`config.mk`:
```
export PLATFORM = sky130hd
export DESIGN_NAME = period_match_timer
export DESIGN_NICKNAME = d
export VERILOG_FILES = /design/src/rtl/pmt_pkg.sv /design/src/rtl/pmt_prescaler.sv /design/src/rtl/pmt_postscaler.sv /design/src/rtl/period_match_timer.sv
export VERILOG_INCLUDE_DIRS = /design/src /design/src/rtl
export SDC_FILE = /design/constraint.sdc
export NUM_CORES = 1
export LEC_CHECK = 0
export BUFFER_PORTS_ARGS = -buffer_cell sky130_fd_sc_hd__buf_2
export CAP_MARGIN = 40
export CORE_MARGIN = 2
export CORE_UTILIZATION = 56
export CTS_CLUSTER_SIZE = 10
export DETAILED_ROUTE_END_ITERATION = 6
export GPL_TIMING_DRIVEN = 1
export PLACE_DENSITY = 0.86
export SLEW_MARGIN = 20
export SYNTH_ARGS = -nofsm -noshare
export SYNTH_HDL_FRONTEND = slang
export SYNTH_SLANG_ARGS = --single-unit
```
`constraint.sdc`:
```
create_clock -name CLK_SYS -period 5.87 [get_ports CLK_SYS]
set_input_delay 0.8805 -clock CLK_SYS [delete_from_list [all_inputs] [get_ports CLK_SYS]]
set_output_delay 0.8805 -clock CLK_SYS [all_outputs]
set_load 0.02 [all_outputs]
```
`src/rtl/pmt_consts.svh`:
```
`ifndef PMT_CONSTS_SVH
`define PMT_CONSTS_SVH

// Register indices; the bus address is the index, the byte address is four times it.
`define PMT_IDX_FLAG 8'h0C
`define PMT_IDX_COUNT 8'h11
`define PMT_IDX_CTRL 8'h12
`define PMT_IDX_ENABLE 8'h8C
`define PMT_IDX_PERIOD 8'h92

// Positions in the one-hot register select.
`define PMT_SEL_FLAG 0
`define PMT_SEL_COUNT 1
`define PMT_SEL_CTRL 2
`define PMT_SEL_ENABLE 3
`define PMT_SEL_PERIOD 4

// Field positions.
`define PMT_MATCH_FLAG_BIT 1
`define PMT_MATCH_IE_BIT 1
`define PMT_RUN_BIT 2
`define PMT_PRE_MSB 1
`define PMT_PRE_LSB 0
`define PMT_POST_MSB 6
`define PMT_POST_LSB 3
`define PMT_CTRL_MASK 8'h7F

// Reset values.
`define PMT_ZERO8 8'h00
`define PMT_PERIOD_RST 8'hFF
`define PMT_ZERO32 32'h0000_0000

// Instruction clock is the system clock divided by four.
`define PMT_INSTR_LAST 2'h3

// Last prescaler count for each ratio.
`define PMT_PRE_LAST_1 4'h0
`define PMT_PRE_LAST_4 4'h3
`define PMT_PRE_LAST_16 4'hF
`define PMT_PRE_SEL_1 2'h0
`define PMT_PRE_SEL_4 2'h1

`endif

```
`src/rtl/pmt_pkg.sv`:
```
package pmt_pkg;

    typedef enum logic [1:0] {
        BUS_IDLE = 2'b01,
        BUS_DONE = 2'b10
    } bus_state_type;

endpackage

```
`src/rtl/pmt_prescaler.sv`:
```
`timescale 1ns/100ps
`include "pmt_consts.svh"
module pmt_prescaler (
    // Clock and reset
    input wire logic clk_sys,
    input wire logic sys_rst,
    // Control
    input wire logic enable,
    input wire logic clear,
    input wire logic [1:0] prescale_select,
    // Divided tick
    output logic tick
);
    logic [3:0] cnt_reg;
    logic [3:0] cnt_next;
    logic [3:0] last;

    function automatic logic [3:0] last_count(input logic [1:0] sel);
        if (sel == `PMT_PRE_SEL_1)
        begin
            return `PMT_PRE_LAST_1;
        end
        else if (sel == `PMT_PRE_SEL_4)
        begin
            return `PMT_PRE_LAST_4;
        end
        return `PMT_PRE_LAST_16;
    endfunction

    always_comb
    begin
        last = last_count(prescale_select);
        tick = enable && !clear && (cnt_reg == last);
        cnt_next = cnt_reg;
        if (clear)
        begin
            cnt_next = 4'h0;
        end
        else if (tick)
        begin
            cnt_next = 4'h0;
        end
        else if (enable)
        begin
            cnt_next = cnt_reg + 4'h1;
        end
    end

    always_ff @(posedge clk_sys or posedge sys_rst)
    begin
        if (sys_rst)
        begin
            cnt_reg <= 4'h0;
        end
        else
        begin
            cnt_reg <= cnt_next;
        end
    end
endmodule // pmt_prescaler

```
`src/rtl/pmt_postscaler.sv`:
```
`timescale 1ns/100ps
`include "pmt_consts.svh"
module pmt_postscaler (
    // Clock and reset
    input wire logic clk_sys,
    input wire logic sys_rst,
    // Control
    input wire logic match,
    input wire logic clear,
    input wire logic [3:0] postscale_select,
    // Every Nth match
    output logic pulse
);
    logic [3:0] cnt_reg;
    logic [3:0] cnt_next;

    always_comb
    begin
        pulse = match && !clear && (cnt_reg == postscale_select);
        cnt_next = cnt_reg;
        if (clear)
        begin
            cnt_next = 4'h0;
        end
        else if (pulse)
        begin
            cnt_next = 4'h0;
        end
        else if (match)
        begin
            cnt_next = cnt_reg + 4'h1;
        end
    end

    always_ff @(posedge clk_sys or posedge sys_rst)
    begin
        if (sys_rst)
        begin
            cnt_reg <= 4'h0;
        end
        else
        begin
            cnt_reg <= cnt_next;
        end
    end
endmodule // pmt_postscaler

```
`src/rtl/period_match_timer.sv`:
```
`timescale 1ns/100ps
`include "pmt_consts.svh"
module period_match_timer (
    // Clock and reset
    input wire logic CLK_SYS,
    input wire logic SYS_RST,
    // Avalon-MM slave
    input wire logic [7:0] ADDRESS,
    input wire logic READ,
    input wire logic WRITE,
    input wire logic [31:0] WRITEDATA,
    input wire logic [3:0] BYTEENABLE,
    output logic [31:0] READDATA,
    output logic WAITREQUEST,
    // Interrupt
    output logic IRQ,
    // Time base for sync serial port and PWM
    output logic MATCH_OUT,
    output logic [7:0] PWM_COUNT
);
    pmt_pkg::bus_state_type state_reg;
    pmt_pkg::bus_state_type state_next;
    logic wait_reg;
    logic wait_next;
    logic [31:0] rdata_reg;
    logic [31:0] rdata_next;
    logic [4:0] hit;
    logic wr_acc;
    logic count_wr;
    logic ctrl_wr;

    logic [7:0] count_reg;
    logic [7:0] count_next;
    logic [7:0] period_reg;
    logic [7:0] period_next;
    logic [7:0] ctrl_reg;
    logic [7:0] ctrl_next;
    logic [7:0] enable_reg;
    logic [7:0] enable_next;
    logic flag_reg;
    logic flag_next;
    logic irq_reg;
    logic irq_next;
    logic match_reg;
    logic match_now;

    logic [1:0] instr_cnt_reg;
    logic [1:0] instr_cnt_next;
    logic instr_tick;
    logic pre_tick;
    logic post_pulse;
    logic scaler_clear;

    // Decodes a register index into a one-hot select; zero for unmapped indices.
    function automatic logic [4:0] reg_select(input logic [7:0] idx);
        logic [4:0] sel;
        sel = 5'h00;
        case (idx)
            `PMT_IDX_FLAG: sel[`PMT_SEL_FLAG] = 1'b1;
            `PMT_IDX_COUNT: sel[`PMT_SEL_COUNT] = 1'b1;
            `PMT_IDX_CTRL: sel[`PMT_SEL_CTRL] = 1'b1;
            `PMT_IDX_ENABLE: sel[`PMT_SEL_ENABLE] = 1'b1;
            `PMT_IDX_PERIOD: sel[`PMT_SEL_PERIOD] = 1'b1;
            default: sel = 5'h00;
        endcase
        return sel;
    endfunction

    // Bus slave: a request is answered one cycle after it is seen.
    always_comb
    begin
        hit = reg_select(ADDRESS);
        state_next = state_reg;
        wait_next = 1'b1;
        rdata_next = rdata_reg;
        wr_acc = 1'b0;
        case (state_reg)
            pmt_pkg::BUS_IDLE:
            begin
                if (READ || WRITE)
                begin
                    state_next = pmt_pkg::BUS_DONE;
                    wait_next = 1'b0;
                    rdata_next = `PMT_ZERO32;
                    if (READ)
                    begin
                        case (1'b1)
                            hit[`PMT_SEL_FLAG]:
                                rdata_next[`PMT_MATCH_FLAG_BIT] = flag_reg;
                            hit[`PMT_SEL_COUNT]: rdata_next[7:0] = count_reg;
                            hit[`PMT_SEL_CTRL]: rdata_next[7:0] = ctrl_reg;
                            hit[`PMT_SEL_ENABLE]: rdata_next[7:0] = enable_reg;
                            hit[`PMT_SEL_PERIOD]: rdata_next[7:0] = period_reg;
                            default: rdata_next = `PMT_ZERO32;
                        endcase
                    end
                end
            end
            pmt_pkg::BUS_DONE:
            begin
                state_next = pmt_pkg::BUS_IDLE;
                wr_acc = WRITE && BYTEENABLE[0];
            end
            default:
            begin
                state_next = pmt_pkg::BUS_IDLE;
            end
        endcase
    end

    always_ff @(posedge CLK_SYS or posedge SYS_RST)
    begin
        if (SYS_RST)
        begin
            state_reg <= pmt_pkg::BUS_IDLE;
            wait_reg <= 1'b1;
            rdata_reg <= `PMT_ZERO32;
        end
        else
        begin
            state_reg <= state_next;
            wait_reg <= wait_next;
            rdata_reg <= rdata_next;
        end
    end

    assign count_wr = wr_acc && hit[`PMT_SEL_COUNT];
    assign ctrl_wr = wr_acc && hit[`PMT_SEL_CTRL];
    assign scaler_clear = count_wr || ctrl_wr;

    // Instruction clock enable: one pulse in four system clocks.
    always_comb
    begin
        instr_cnt_next = instr_cnt_reg + 2'h1;
        instr_tick = (instr_cnt_reg == `PMT_INSTR_LAST);
    end

    always_ff @(posedge CLK_SYS or posedge SYS_RST)
    begin
        if (SYS_RST)
        begin
            instr_cnt_reg <= 2'h0;
        end
        else
        begin
            instr_cnt_reg <= instr_cnt_next;
        end
    end

    pmt_prescaler u_prescaler (
        .clk_sys(CLK_SYS),
        .sys_rst(SYS_RST),
        .enable(instr_tick && ctrl_reg[`PMT_RUN_BIT]),
        .clear(scaler_clear),
        .prescale_select(ctrl_reg[`PMT_PRE_MSB:`PMT_PRE_LSB]),
        .tick(pre_tick)
    );

    pmt_postscaler u_postscaler (
        .clk_sys(CLK_SYS),
        .sys_rst(SYS_RST),
        .match(match_now),
        .clear(scaler_clear),
        .postscale_select(ctrl_reg[`PMT_POST_MSB:`PMT_POST_LSB]),
        .pulse(post_pulse)
    );

    // Counter, period and control registers.
    always_comb
    begin
        count_next = count_reg;
        match_now = 1'b0;
        period_next = period_reg;
        ctrl_next = ctrl_reg;
        if (count_wr)
        begin
            count_next = WRITEDATA[7:0];
        end
        else if (pre_tick)
        begin
            if (count_reg == period_reg)
            begin
                count_next = `PMT_ZERO8;
                match_now = 1'b1;
            end
            else
            begin
                count_next = count_reg + 8'h01;
            end
        end
        if (ctrl_wr)
        begin
            // The count keeps its value; only the scalers are cleared.
            ctrl_next = WRITEDATA[7:0] & `PMT_CTRL_MASK;
        end
        if (wr_acc && hit[`PMT_SEL_PERIOD])
        begin
            period_next = WRITEDATA[7:0];
        end
    end

    always_ff @(posedge CLK_SYS or posedge SYS_RST)
    begin
        if (SYS_RST)
        begin
            count_reg <= `PMT_ZERO8;
            period_reg <= `PMT_PERIOD_RST;
            ctrl_reg <= `PMT_ZERO8;
            match_reg <= 1'b0;
        end
        else
        begin
            count_reg <= count_next;
            period_reg <= period_next;
            ctrl_reg <= ctrl_next;
            match_reg <= match_now;
        end
    end

    // Match flag and interrupt; a postscaler event beats a clearing write.
    always_comb
    begin
        flag_next = flag_reg;
        enable_next = enable_reg;
        if (wr_acc && hit[`PMT_SEL_FLAG])
        begin
            flag_next = WRITEDATA[`PMT_MATCH_FLAG_BIT];
        end
        if (post_pulse)
        begin
            flag_next = 1'b1;
        end
        if (wr_acc && hit[`PMT_SEL_ENABLE])
        begin
            enable_next = WRITEDATA[7:0];
        end
        irq_next = flag_next && enable_next[`PMT_MATCH_IE_BIT];
    end

    always_ff @(posedge CLK_SYS or posedge SYS_RST)
    begin
        if (SYS_RST)
        begin
            flag_reg <= 1'b0;
            enable_reg <= `PMT_ZERO8;
            irq_reg <= 1'b0;
        end
        else
        begin
            flag_reg <= flag_next;
            enable_reg <= enable_next;
            irq_reg <= irq_next;
        end
    end

    assign READDATA = rdata_reg;
    assign WAITREQUEST = wait_reg;
    assign IRQ = irq_reg;
    assign MATCH_OUT = match_reg;
    assign PWM_COUNT = count_reg;
endmodule // period_match_timer

```
== Yosys cells after proc, flatten, opt, wreduce, memory -nomap -nowiden ==
Cells that the tools add are included.

* Word-level logic and storage cells: 97
* Input port bits: 48
* Register bits after elaboration: 79
* Output and inout bits: 43

* Add/subtract/negate cells: 4
* Multiplexer cells: 46
* Eq/ne operators: 13
* Reductions and logical operators: 20

{| class="wikitable"
|+ Operators by type and width
! kind !! number
|-
| $mux W4 || 9
|-
| $mux W8 || 4
|-
| $mux W6 || 5
|-
| $mux W1 || 25
|-
| $eq A8 B5 Y1 const B || 2
|-
| $eq A8 B8 Y1 const B || 2
|-
| $logic_and A1 B1 Y1 || 12
|-
| $add A4 B1 Y4 const B || 2
|-
| $add A8 B1 Y8 const B || 1
|-
| $eq A4 B4 Y1 || 2
|-
| $eq A8 B4 Y1 const B || 1
|-
| $eq A8 B8 Y1 || 1
|-
| $mux W2 || 3
|-
| $reduce_bool A3 Y1 || 2
|-
| $eq A2 B1 Y1 const B || 2
|-
| $eq A2 B2 Y1 const B || 2
|-
| $add A2 B1 Y2 const B || 1
|-
| $logic_not A2 Y1 || 1
|-
| $logic_or A1 B1 Y1 || 2
|-
| $ne A2 B2 Y1 const B || 1
|-
| $reduce_and A2 Y1 || 1
|-
| $reduce_bool A2 Y1 || 1
|-
| $logic_not A1 Y1 || 1
|}

== Logic depth before layout (Yosys ltp) ==
Gate-level depths: netlist of the first run.

* Word-level depth: 13
* Mapped depth: 7
* Mapped depth without buffers: 6

== Modules after synthesis ==
Synthesis of the first run repeated with hierarchy kept, for this count alone.

* Cells, all modules: 321
* Area total of the unflattened synthesis: 3313.2 um^2

{| class="wikitable"
|+ Modules (own cells, without submodules)
! module !! cells an instance !! seq. area each (um^2) !! instances !! area an instance (um^2)
|-
| period_match_timer || 264 || 1188.6 || 1 || 2751.4
|-
| pmt_postscaler || 27 || 100.1 || 1 || 292.8
|-
| pmt_prescaler || 30 || 100.1 || 1 || 269.0
|}

== Worst setup path before layout of the first run ==
OpenSTA, ideal clock, no wires.

* Path kind: input-to-reg
* Start: input port ADDRESS[1]
* End: register irq_reg (netlist: IRQ)
* Path buffers: 0
* Stages: 5
* Slack: 3490 ps
* Library setup time: 128 ps
* Data required time: 5742 ps
* Arrival time: 2252 ps
* Cell sequence: or3b_2 -> nor3_4 -> nand2_4 -> mux2_2 -> a21boi_1

* Elaborated cells between the ends (all ways): 24
* Those cells by class: eq/ne (4); mux (9); reduce/logical (11)

{| class="wikitable"
|+ RTL lines
! what !! line !! RTL
|-
| start: declaration || period_match_timer.sv:8 || <nowiki>input wire logic [7:0] ADDRESS,</nowiki>
|-
| $eq A8 B8 Y1 || period_match_timer.sv:58 || <nowiki>case (idx)</nowiki>
|-
| $mux W1 || period_match_timer.sv:58 ||
|-
| $logic_and A1 B1 Y1 || period_match_timer.sv:233 || <nowiki>if (wr_acc && hit[`PMT_SEL_ENABLE])</nowiki>
|-
| $mux W2 || period_match_timer.sv:233 ||
|-
| via enable_next[1] || period_match_timer.sv:39 || <nowiki>logic [7:0] enable_next;</nowiki>
|-
| $logic_and A1 B1 Y1 || period_match_timer.sv:237 || <nowiki>irq_next = flag_next && enable_next[`PMT_MATCH_IE_BIT];</nowiki>
|-
| via irq_next || period_match_timer.sv:43 || <nowiki>logic irq_next;</nowiki>
|-
| end signal: assignment || period_match_timer.sv:252 || <nowiki>irq_reg <= irq_next;</nowiki>
|-
| end: declaration || period_match_timer.sv:42 || <nowiki>logic irq_reg;</nowiki>
|}

The timed path passes the listed nets, and every way through them passes these cells.
A chain may end at the register's enable or synchronous reset.

== Final worst setup path of the first run ==
* Start: input port ADDRESS[7]
* End: register u_prescaler.cnt_reg[2]

* Word-level cells in the longest chain between the ends: 9
* Elaborated cells between the ends (all ways): 13
* Those cells by class: eq/ne (2); mux (4); reduce/logical (7)

{| class="wikitable"
|+ RTL lines
! what !! line !! RTL
|-
| $eq A8 B5 Y1 || period_match_timer.sv:58 ||
|-
| $mux W1 || period_match_timer.sv:58 ||
|-
| $logic_and A1 B1 Y1 (on tied branches) || period_match_timer.sv:127, period_match_timer.sv:128 ||
|-
| $logic_or A1 B1 Y1 * || period_match_timer.sv:129 || <nowiki>assign scaler_clear = count_wr || ctrl_wr;</nowiki>
|-
| $logic_not A1 Y1 || pmt_prescaler.sv:33 || <nowiki>tick = enable && !clear && (cnt_reg == last);</nowiki>
|-
| $logic_and A1 B1 Y1 (2 in a row) || pmt_prescaler.sv:33 ||
|-
| $mux W4 || pmt_prescaler.sv:39 || <nowiki>else if (tick)</nowiki>
|-
| $mux W4 || pmt_prescaler.sv:35 || <nowiki>if (clear)</nowiki>
|-
| end signal: assignment || pmt_prescaler.sv:57 || <nowiki>cnt_reg <= cnt_next;</nowiki>
|-
| end: declaration || pmt_prescaler.sv:14 || <nowiki>logic [3:0] cnt_reg;</nowiki>
|}

Mark *: on every way between the ends. The rest lies on a longest branch, timed or not.

==> results of run 1 <==
-- worst max-delay path by stage --
stage,start,endpoint,cells after the start
after floorplan,ADDRESS[1],IRQ$_DFF_PP0_,5
after global placement,ADDRESS[7],u_prescaler.cnt_reg[2]$_DFFE_PP0P_,6
after detailed placement,ADDRESS[7],u_prescaler.cnt_reg[2]$_DFFE_PP0P_,6
after CTS,ADDRESS[7],u_prescaler.cnt_reg[2]$_DFFE_PP0P_,6
after global routing,ADDRESS[7],u_prescaler.cnt_reg[2]$_DFFE_PP0P_,6
final,ADDRESS[7],u_prescaler.cnt_reg[2]$_DFFE_PP0P_,6
-- metal layers --
metal	vias to the layer above	share of wire [%]	GRT usage (%)
met5	-	0	0
met2	109	50	37.9
met4	0	1.8	9.65
li1	1108	-	-
met1	1164	41	28.9
met3	16	6.8	3.68
-- layout by cell type, fill, tap and decap left out, drive strengths merged, types with 2 or more instances in the layout --
cell type and count:
o21ai 24, dfrtp 45, or3 2, or4bb 2
or4b 5, a221oi 7, nor2 14, nand4 3
clkbuf 6, a21boi 3, and3 5, xnor2 6
conb 24, inv 7, ha 4, a21oi 11
buf 39, nor2b 2, nand2b 2, nand3 13
or3b 2, dfstp 10, mux2 23, nor4 4
nor3 6, a32o 2, nand2 25, a31oi 9
a21o 2, nor3b 3, xor2 9
-- power groups by stage --
stage / Combinational, mW / Clock, mW / Sequential [mW]
floorplan: 0.0801 / 0 / 0.417
global placement: 0.101 / 0 / 0.410
detailed placement: 0.103 / 0 / 0.412
CTS: 0.104 / 0.260 / 0.404
global route: 0.116 / 0.274 / 0.406
finish: 0.104 / 0.255 / 0.405
-- cell type report --
type	count	area (µm²)	area share [%]
Tap cell	70	87.6	2.61
Sequential cell	55	1390	41.3
Timing Repair Buffer	39	195	5.81
Clock buffer	6	82.6	2.46
Clock inverter	2	35.0	1.04
Inverter	7	28.8	0.856
Multi-Input combinational cell	225	1540	45.9
-- metrics by stage --
| stage | instances | utilization, % | setup slack [ps] | hold slack (ps) |
|---|---|---|---|---|
| after CTS | 404 | 64.6 | 3140 | 430 |
| final | 404 | 64.6 | 3080 | 426 |
| after global routing | 404 | 64.6 | 2900 | 446 |
| after floorplan | 315 | - | 3490 | 401 |
| after detailed placement | 396 | 62.3 | 2810 | 417 |
| after global placement | 396 | 62.3 | 2840 | 412 |
-- cell families after synthesis --
family                   count (synthesis)  share of synthesized area, %
flip-flops                              55                          45.2
other                                    1                         0.122
AO/OA/AOI/OAI                           67                          14.6
XOR/XNOR                                15                          4.28
AND/OR/NAND/NOR                         91                          18.0
buffers and inverters                   35                          7.41
adder cells (fa/ha/maj)                  4                          1.63
multiplexers                            24                          8.75
==> flow_summary_export.csv, run 1 <==
group,metric,value,unit
outcome,status,"finished, final reports clean",
sta,tns,0,ps
synth,synth_cells,292,
synth,synth_area_leaders,"dfrtp_1 37%, dfstp_2 8.6%, mux2_2 8.4%",
critical_path,critPathRequiredTime,6070,ps
route,wl,6.55,mm
sta,fmax,0.358,GHz
power_and_ir_drop,p_per_area,227,nW/µm²
sta,hold_viol_final,0,
synth,ys_seq_area_share,45.2,%
critical_path,r2r_cells,5,
final_layout,n_fill_cell,415,
power_and_ir_drop,clockPowerShare,33.3,%
power_and_ir_drop,p_int,0.563,mW
critical_path,crit_path_cell_trace,"buf_2, nor3_1, nand4_1, and3_1, a31oi_1, o22ai_1",
worst_hold_path,min_path_type,"reg2reg",
synth,ys.warnings.count,0,
sta,min_period,2790,ps
global_route,grt_pass1_wl,10.9,mm
clock_network,cts_num_sinks,55,
clock_network,cts_buffer_depth,2,
die,dieArea,6100,µm²
die,start_util,59.0,%
critical_path,cp_max_fo,18,
critical_path,crit_buf_inv,1,
global_route,grt_usage,22.5,%
synth,syn_area,3070,µm²
power_and_ir_drop,leakage,1.64,nW
route,drc,0,
die,die-height,78.1,µm
critical_path,r2r_slack,3420,ps
critical_path,cp.arrival,2990,ps
power_and_ir_drop,p_sw,0.200,mW
synth,synth_ff_type,"dfrtp_1",
clock_network,clk_pin_slew,90,ps
global_route,grt_max_degree,56,
synth,async_reset_ff_share,100,%
critical_path,critical_path_class,"in2reg",
clock_network,cts-hold-fix-buffers,0,
synth,synth.top_cell.area_share,36.6,%
route,post_drt_wl_per_cell,16.2,µm
critical_path,critical_path.top_delay_family,"simple AND/OR/NAND/NOR gates",
clock_network,cts_setup_buffers,0,
clock_network,htree_num_levels,2,
die,core,5200,µm²
route,postRouteAntennaNets,0,
route,first_pass_iters,5,
sta,worstMarginPinSlew,812,ps
power_and_ir_drop,sequentialPowerShare,53.0,%
critical_path,r2r_start,"PWM_COUNT[4]$_DFFE_PP0P_",
clock_network,clock_latency,310,ps
power_and_ir_drop,swShare,26.2,%
place,place_congestion,0.926,
critical_path,slowest_delay,780,ps
synth,yosys_register_bits,55,
place,placedInstanceArea,3240,µm²
clock_network,clockRootBuffer,"clkbuf_8",
route,detail_route.vias_per_cell,5.93,
route,num_vias,2397,
global_route,grt_pass1_vias,2204,
die,num_io_pins,91,
sta,slew_violations,0,
worst_hold_path,worstHoldPathCells,1,
route,drt_first_iter_violations,191,
worst_hold_path,holdPathEnd,"instr_cnt_reg[0]$_DFF_PP0_",
sta,clock_skew,6.41,ps
clock_network,cts_resized,0,
clock_network,numCtsBuffers,5,
synth,synth_edf_count,0,
clock_network,cts_tree,"built",
job,max_cap_viol_count,0,
power_and_ir_drop,peakVddDrop,0.000121,V
synth,synth_common_cells,"45 x dfrtp_1, 25 x buf_4, 23 x mux2_2, 22 x nand2_1, 22 x o21ai_0",
power_and_ir_drop,finalPower,0.763,mW
sta,rsz0062_at_grt,"no",
critical_path,worst_setup_path_end_kind,"flop",
die,rows,26,
place,dpl.hpwl,4.80,mm
final_layout,drive_above_1_share,28.7,%
final_layout,syn_to_final_growth,9.36,%
critical_path,cp-start-kind,"input pin",
synth,yosysMostFrequentCell,"dfrtp_1",
synth,synth_cell_types,55,
sta,maxSlewHeadroom,45.7,%
global_route,gr-total-overflow,0,
final_layout,n_antenna_cell,0,
final_layout,fin_nets,385,
place,io_buffers,39,
worst_hold_path,min_from,"instr_cnt_reg[0]$_DFF_PP0_",
power_and_ir_drop,p_comb_share,13.6,%
critical_path,worstReg2RegEnd,"IRQ$_DFF_PP0_",
die,die_x,78.1,µm
synth,yosys.area.top_type,"dfrtp_1",
synth,synth.avg_cell_area,10.5,µm²
final_layout,final_cell_area,3360,µm²
global_route,antenna_found_initial,0,
critical_path,worst_path_max_delay_cell,"nand4_1",
sta,min_period_over_period,47.6,%
sta,setup_viol,0,
(Power assumes the default switching activity.)
==> inputs of run 2 (changes only) <==
--- a/config.mk
+++ b/config.mk
@@ -9,11 +9,11 @@
 export BUFFER_PORTS_ARGS = -buffer_cell sky130_fd_sc_hd__buf_2
 export CAP_MARGIN = 40
 export CORE_MARGIN = 2
-export CORE_UTILIZATION = 56
+export CORE_UTILIZATION = 47
 export CTS_CLUSTER_SIZE = 10
 export DETAILED_ROUTE_END_ITERATION = 6
 export GPL_TIMING_DRIVEN = 1
-export PLACE_DENSITY = 0.86
+export PLACE_DENSITY = 0.77
 export SLEW_MARGIN = 20
 export SYNTH_ARGS = -nofsm -noshare
 export SYNTH_HDL_FRONTEND = slang
==> constraint.sdc (replaced) <==
create_clock -name CLK_SYS -period 2.25 [get_ports CLK_SYS]
set_input_delay 0.3375 -clock CLK_SYS [delete_from_list [all_inputs] [get_ports CLK_SYS]]
set_output_delay 0.3375 -clock CLK_SYS [all_outputs]
set_load 0.02 [all_outputs]
==> flow_summary_export.csv, run 2 (same netlist as run 1, synthesis figures left out) <==
group,metric,value,unit
clock_network,cts-hold-fix-buffers,0,
critical_path,worst_path_max_delay_cell,"or4b_1",
final_layout,fin_util,55.0,%
route,detail_route.vias_per_cell,5.42,
sta,hold_viol_final,0,
sta,clock_skew,7.47,ps
place,io_buffers,39,
critical_path,worst_setup_path_end_kind,"flop",
global_route,grt_usage,19.3,%
power_and_ir_drop,swShare,27.7,%
global_route,gr-total-overflow,0,
final_layout,syn_to_final_growth,13.7,%
die,rows,29,
route,post_drt_wl_per_cell,15.2,µm
clock_network,cts_resized,0,
sta,maxSlewHeadroom,53.5,%
final_layout,fin_nets,405,
power_and_ir_drop,sequentialPowerShare,54.9,%
sta,tns,0,ps
sta,worstMarginPinSlew,693,ps
worst_hold_path,min_path_type,"in2async",
die,die-height,84.9,µm
route,drt_first_iter_violations,155,
final_layout,n_antenna_cell,0,
clock_network,clock_latency,310,ps
global_route,grt_pass1_vias,2374,
sta,setup_viol,0,
power_and_ir_drop,p_comb_share,15.6,%
place,dpl.hpwl,5.07,mm
critical_path,crit_path_cell_trace,"xor2_1, nor4_2, nand2_2, or4b_1, a21boi_1",
die,dieArea,7200,µm²
critical_path,r2r_start,"period_reg[5]$_DFFE_PP1P_",
die,start_util,48.4,%
critical_path,r2r_cells,5,
route,drc,0,
clock_network,cts_setup_buffers,0,
critical_path,cp_max_fo,4,
sta,min_period_over_period,91.3,%
route,postRouteAntennaNets,0,
sta,rsz0062_at_grt,"no",
critical_path,slowest_delay,580,ps
die,die_x,84.9,µm
power_and_ir_drop,leakage,1.73,nW
final_layout,drive_above_1_share,32.5,%
clock_network,cts_tree,"built",
critical_path,critPathRequiredTime,2490,ps
clock_network,cts_buffer_depth,2,
power_and_ir_drop,p_sw,0.531,mW
sta,min_period,2050,ps
final_layout,final_common_cell,"dfrtp_1",
clock_network,clockRootBuffer,"clkbuf_8",
clock_network,htree_num_levels,2,
clock_network,cts_num_sinks,55,
clock_network,clk_pin_slew,90,ps
sta,slew_violations,0,
route,wl,6.53,mm
die,core,6350,µm²
die,num_io_pins,91,
critical_path,cp-start-kind,"flop",
power_and_ir_drop,p_per_area,548,nW/µm²
critical_path,cp.arrival,2290,ps
global_route,grt_max_degree,56,
power_and_ir_drop,p_int,1.38,mW
global_route,antenna_found_initial,0,
place,place_congestion,0.821,
final_layout,most-common-layout-cells,"45 x dfrtp_1, 39 x buf_2, 24 x conb_1, 23 x mux2_2",
route,num_vias,2337,
critical_path,worstReg2RegEnd,"IRQ$_DFF_PP0_",
job,max_cap_viol_count,0,
power_and_ir_drop,peakVddDrop,0.000375,V
sta,fmax,0.487,GHz
outcome,status,"finished, final reports clean",
critical_path,r2r_slack,200,ps
global_route,grt_pass1_wl,11.2,mm
power_and_ir_drop,clockPowerShare,29.5,%
route,first_pass_iters,4,
clock_network,numCtsBuffers,5,
critical_path,critical_path_class,"reg2reg",
[run 2: cell count changes in the layout (fill, tap and decap cells not counted)]
cell and change:
inv_4 -1, bufinv_16 -1, clkinv_4 +1, buf_4 +20, clkinv_2 -1, clkbuf_1 +1
inv_2 +1
[run 2: area by class of cell]
cell class                      instances  area [µm²]
Tap cell                               77        96.3
Clock inverter                          1        8.76
Clock buffer                            7        86.3
Inverter                                7        26.3
Multi-Input combinational cell        225        1540
Timing Repair Buffer                   59         345
Fill cell                             571        2860
Sequential cell                        55        1390
[run 2: power groups by stage]
stage | clock network, mW | logic (mW) | registers, mW
5_1_grt | 0.612 | 0.332 | 1.06
2_1_floorplan | 0 | 0.209 | 1.09
3_3_place_gp | 0 | 0.293 | 1.07
3_5_place_dp | 0 | 0.298 | 1.07
4_1_cts | 0.586 | 0.299 | 1.05
6_report | 0.565 | 0.298 | 1.05
[run 2: worst max path at each step]
stage                                       start                                  end  slack [ps]  depth (start not counted)
6_report                period_reg[5]$_DFFE_PP1P_                        IRQ$_DFF_PP0_         200                          5
2_1_floorplan            PWM_COUNT[5]$_DFFE_PP0P_  u_postscaler.cnt_reg[1]$_DFFE_PP0P_         180                          6
3_5_place_dp            period_reg[5]$_DFFE_PP1P_                        IRQ$_DFF_PP0_         240                          5
4_1_cts                 period_reg[5]$_DFFE_PP1P_                        IRQ$_DFF_PP0_         220                          5
5_1_grt        u_prescaler.cnt_reg[0]$_DFFE_PP0P_             PWM_COUNT[6]$_DFFE_PP0P_          70                          5
3_3_place_gp            period_reg[5]$_DFFE_PP1P_                        IRQ$_DFF_PP0_         260                          5
[run 2: worst max-delay path, delay by kind of cell, from the launching register on]
family / cells / cell delay [ps]
AO/OA/AOI/OAI: 1 / 160
XOR/XNOR: 1 / 80
flip-flops: 1 / 570
AND/OR/NAND/NOR: 3 / 1180
[run 2: metrics by stage]
stage / instance area (µm²) / power (mW) / instances / hold slack (ps) / worst slack, ps
global route: 3490 / 2.00 / 431 / 217 / 72.5
detailed placement: 3400 / 1.37 / 423 / 423 / 243
global placement: 3400 / 1.36 / 423 / 412 / 257
finish: 3490 / 1.91 / 431 / 200 / 196
floorplan: 3160 / 1.30 / 315 / 401 / 179
CTS: 3490 / 1.94 / 431 / 199 / 220
[run 2: metal layers]
| layer | up-vias | share of wire [%] | global-route usage [%] |
|---|---|---|---|
| met5 | - | 0 | 0 |
| met3 | 7 | 4.1 | 3.70 |
| li1 | 1146 | - | - |
| met4 | 0 | 0.81 | 5.77 |
| met2 | 54 | 50 | 32.9 |
| met1 | 1130 | 45 | 25.1 |
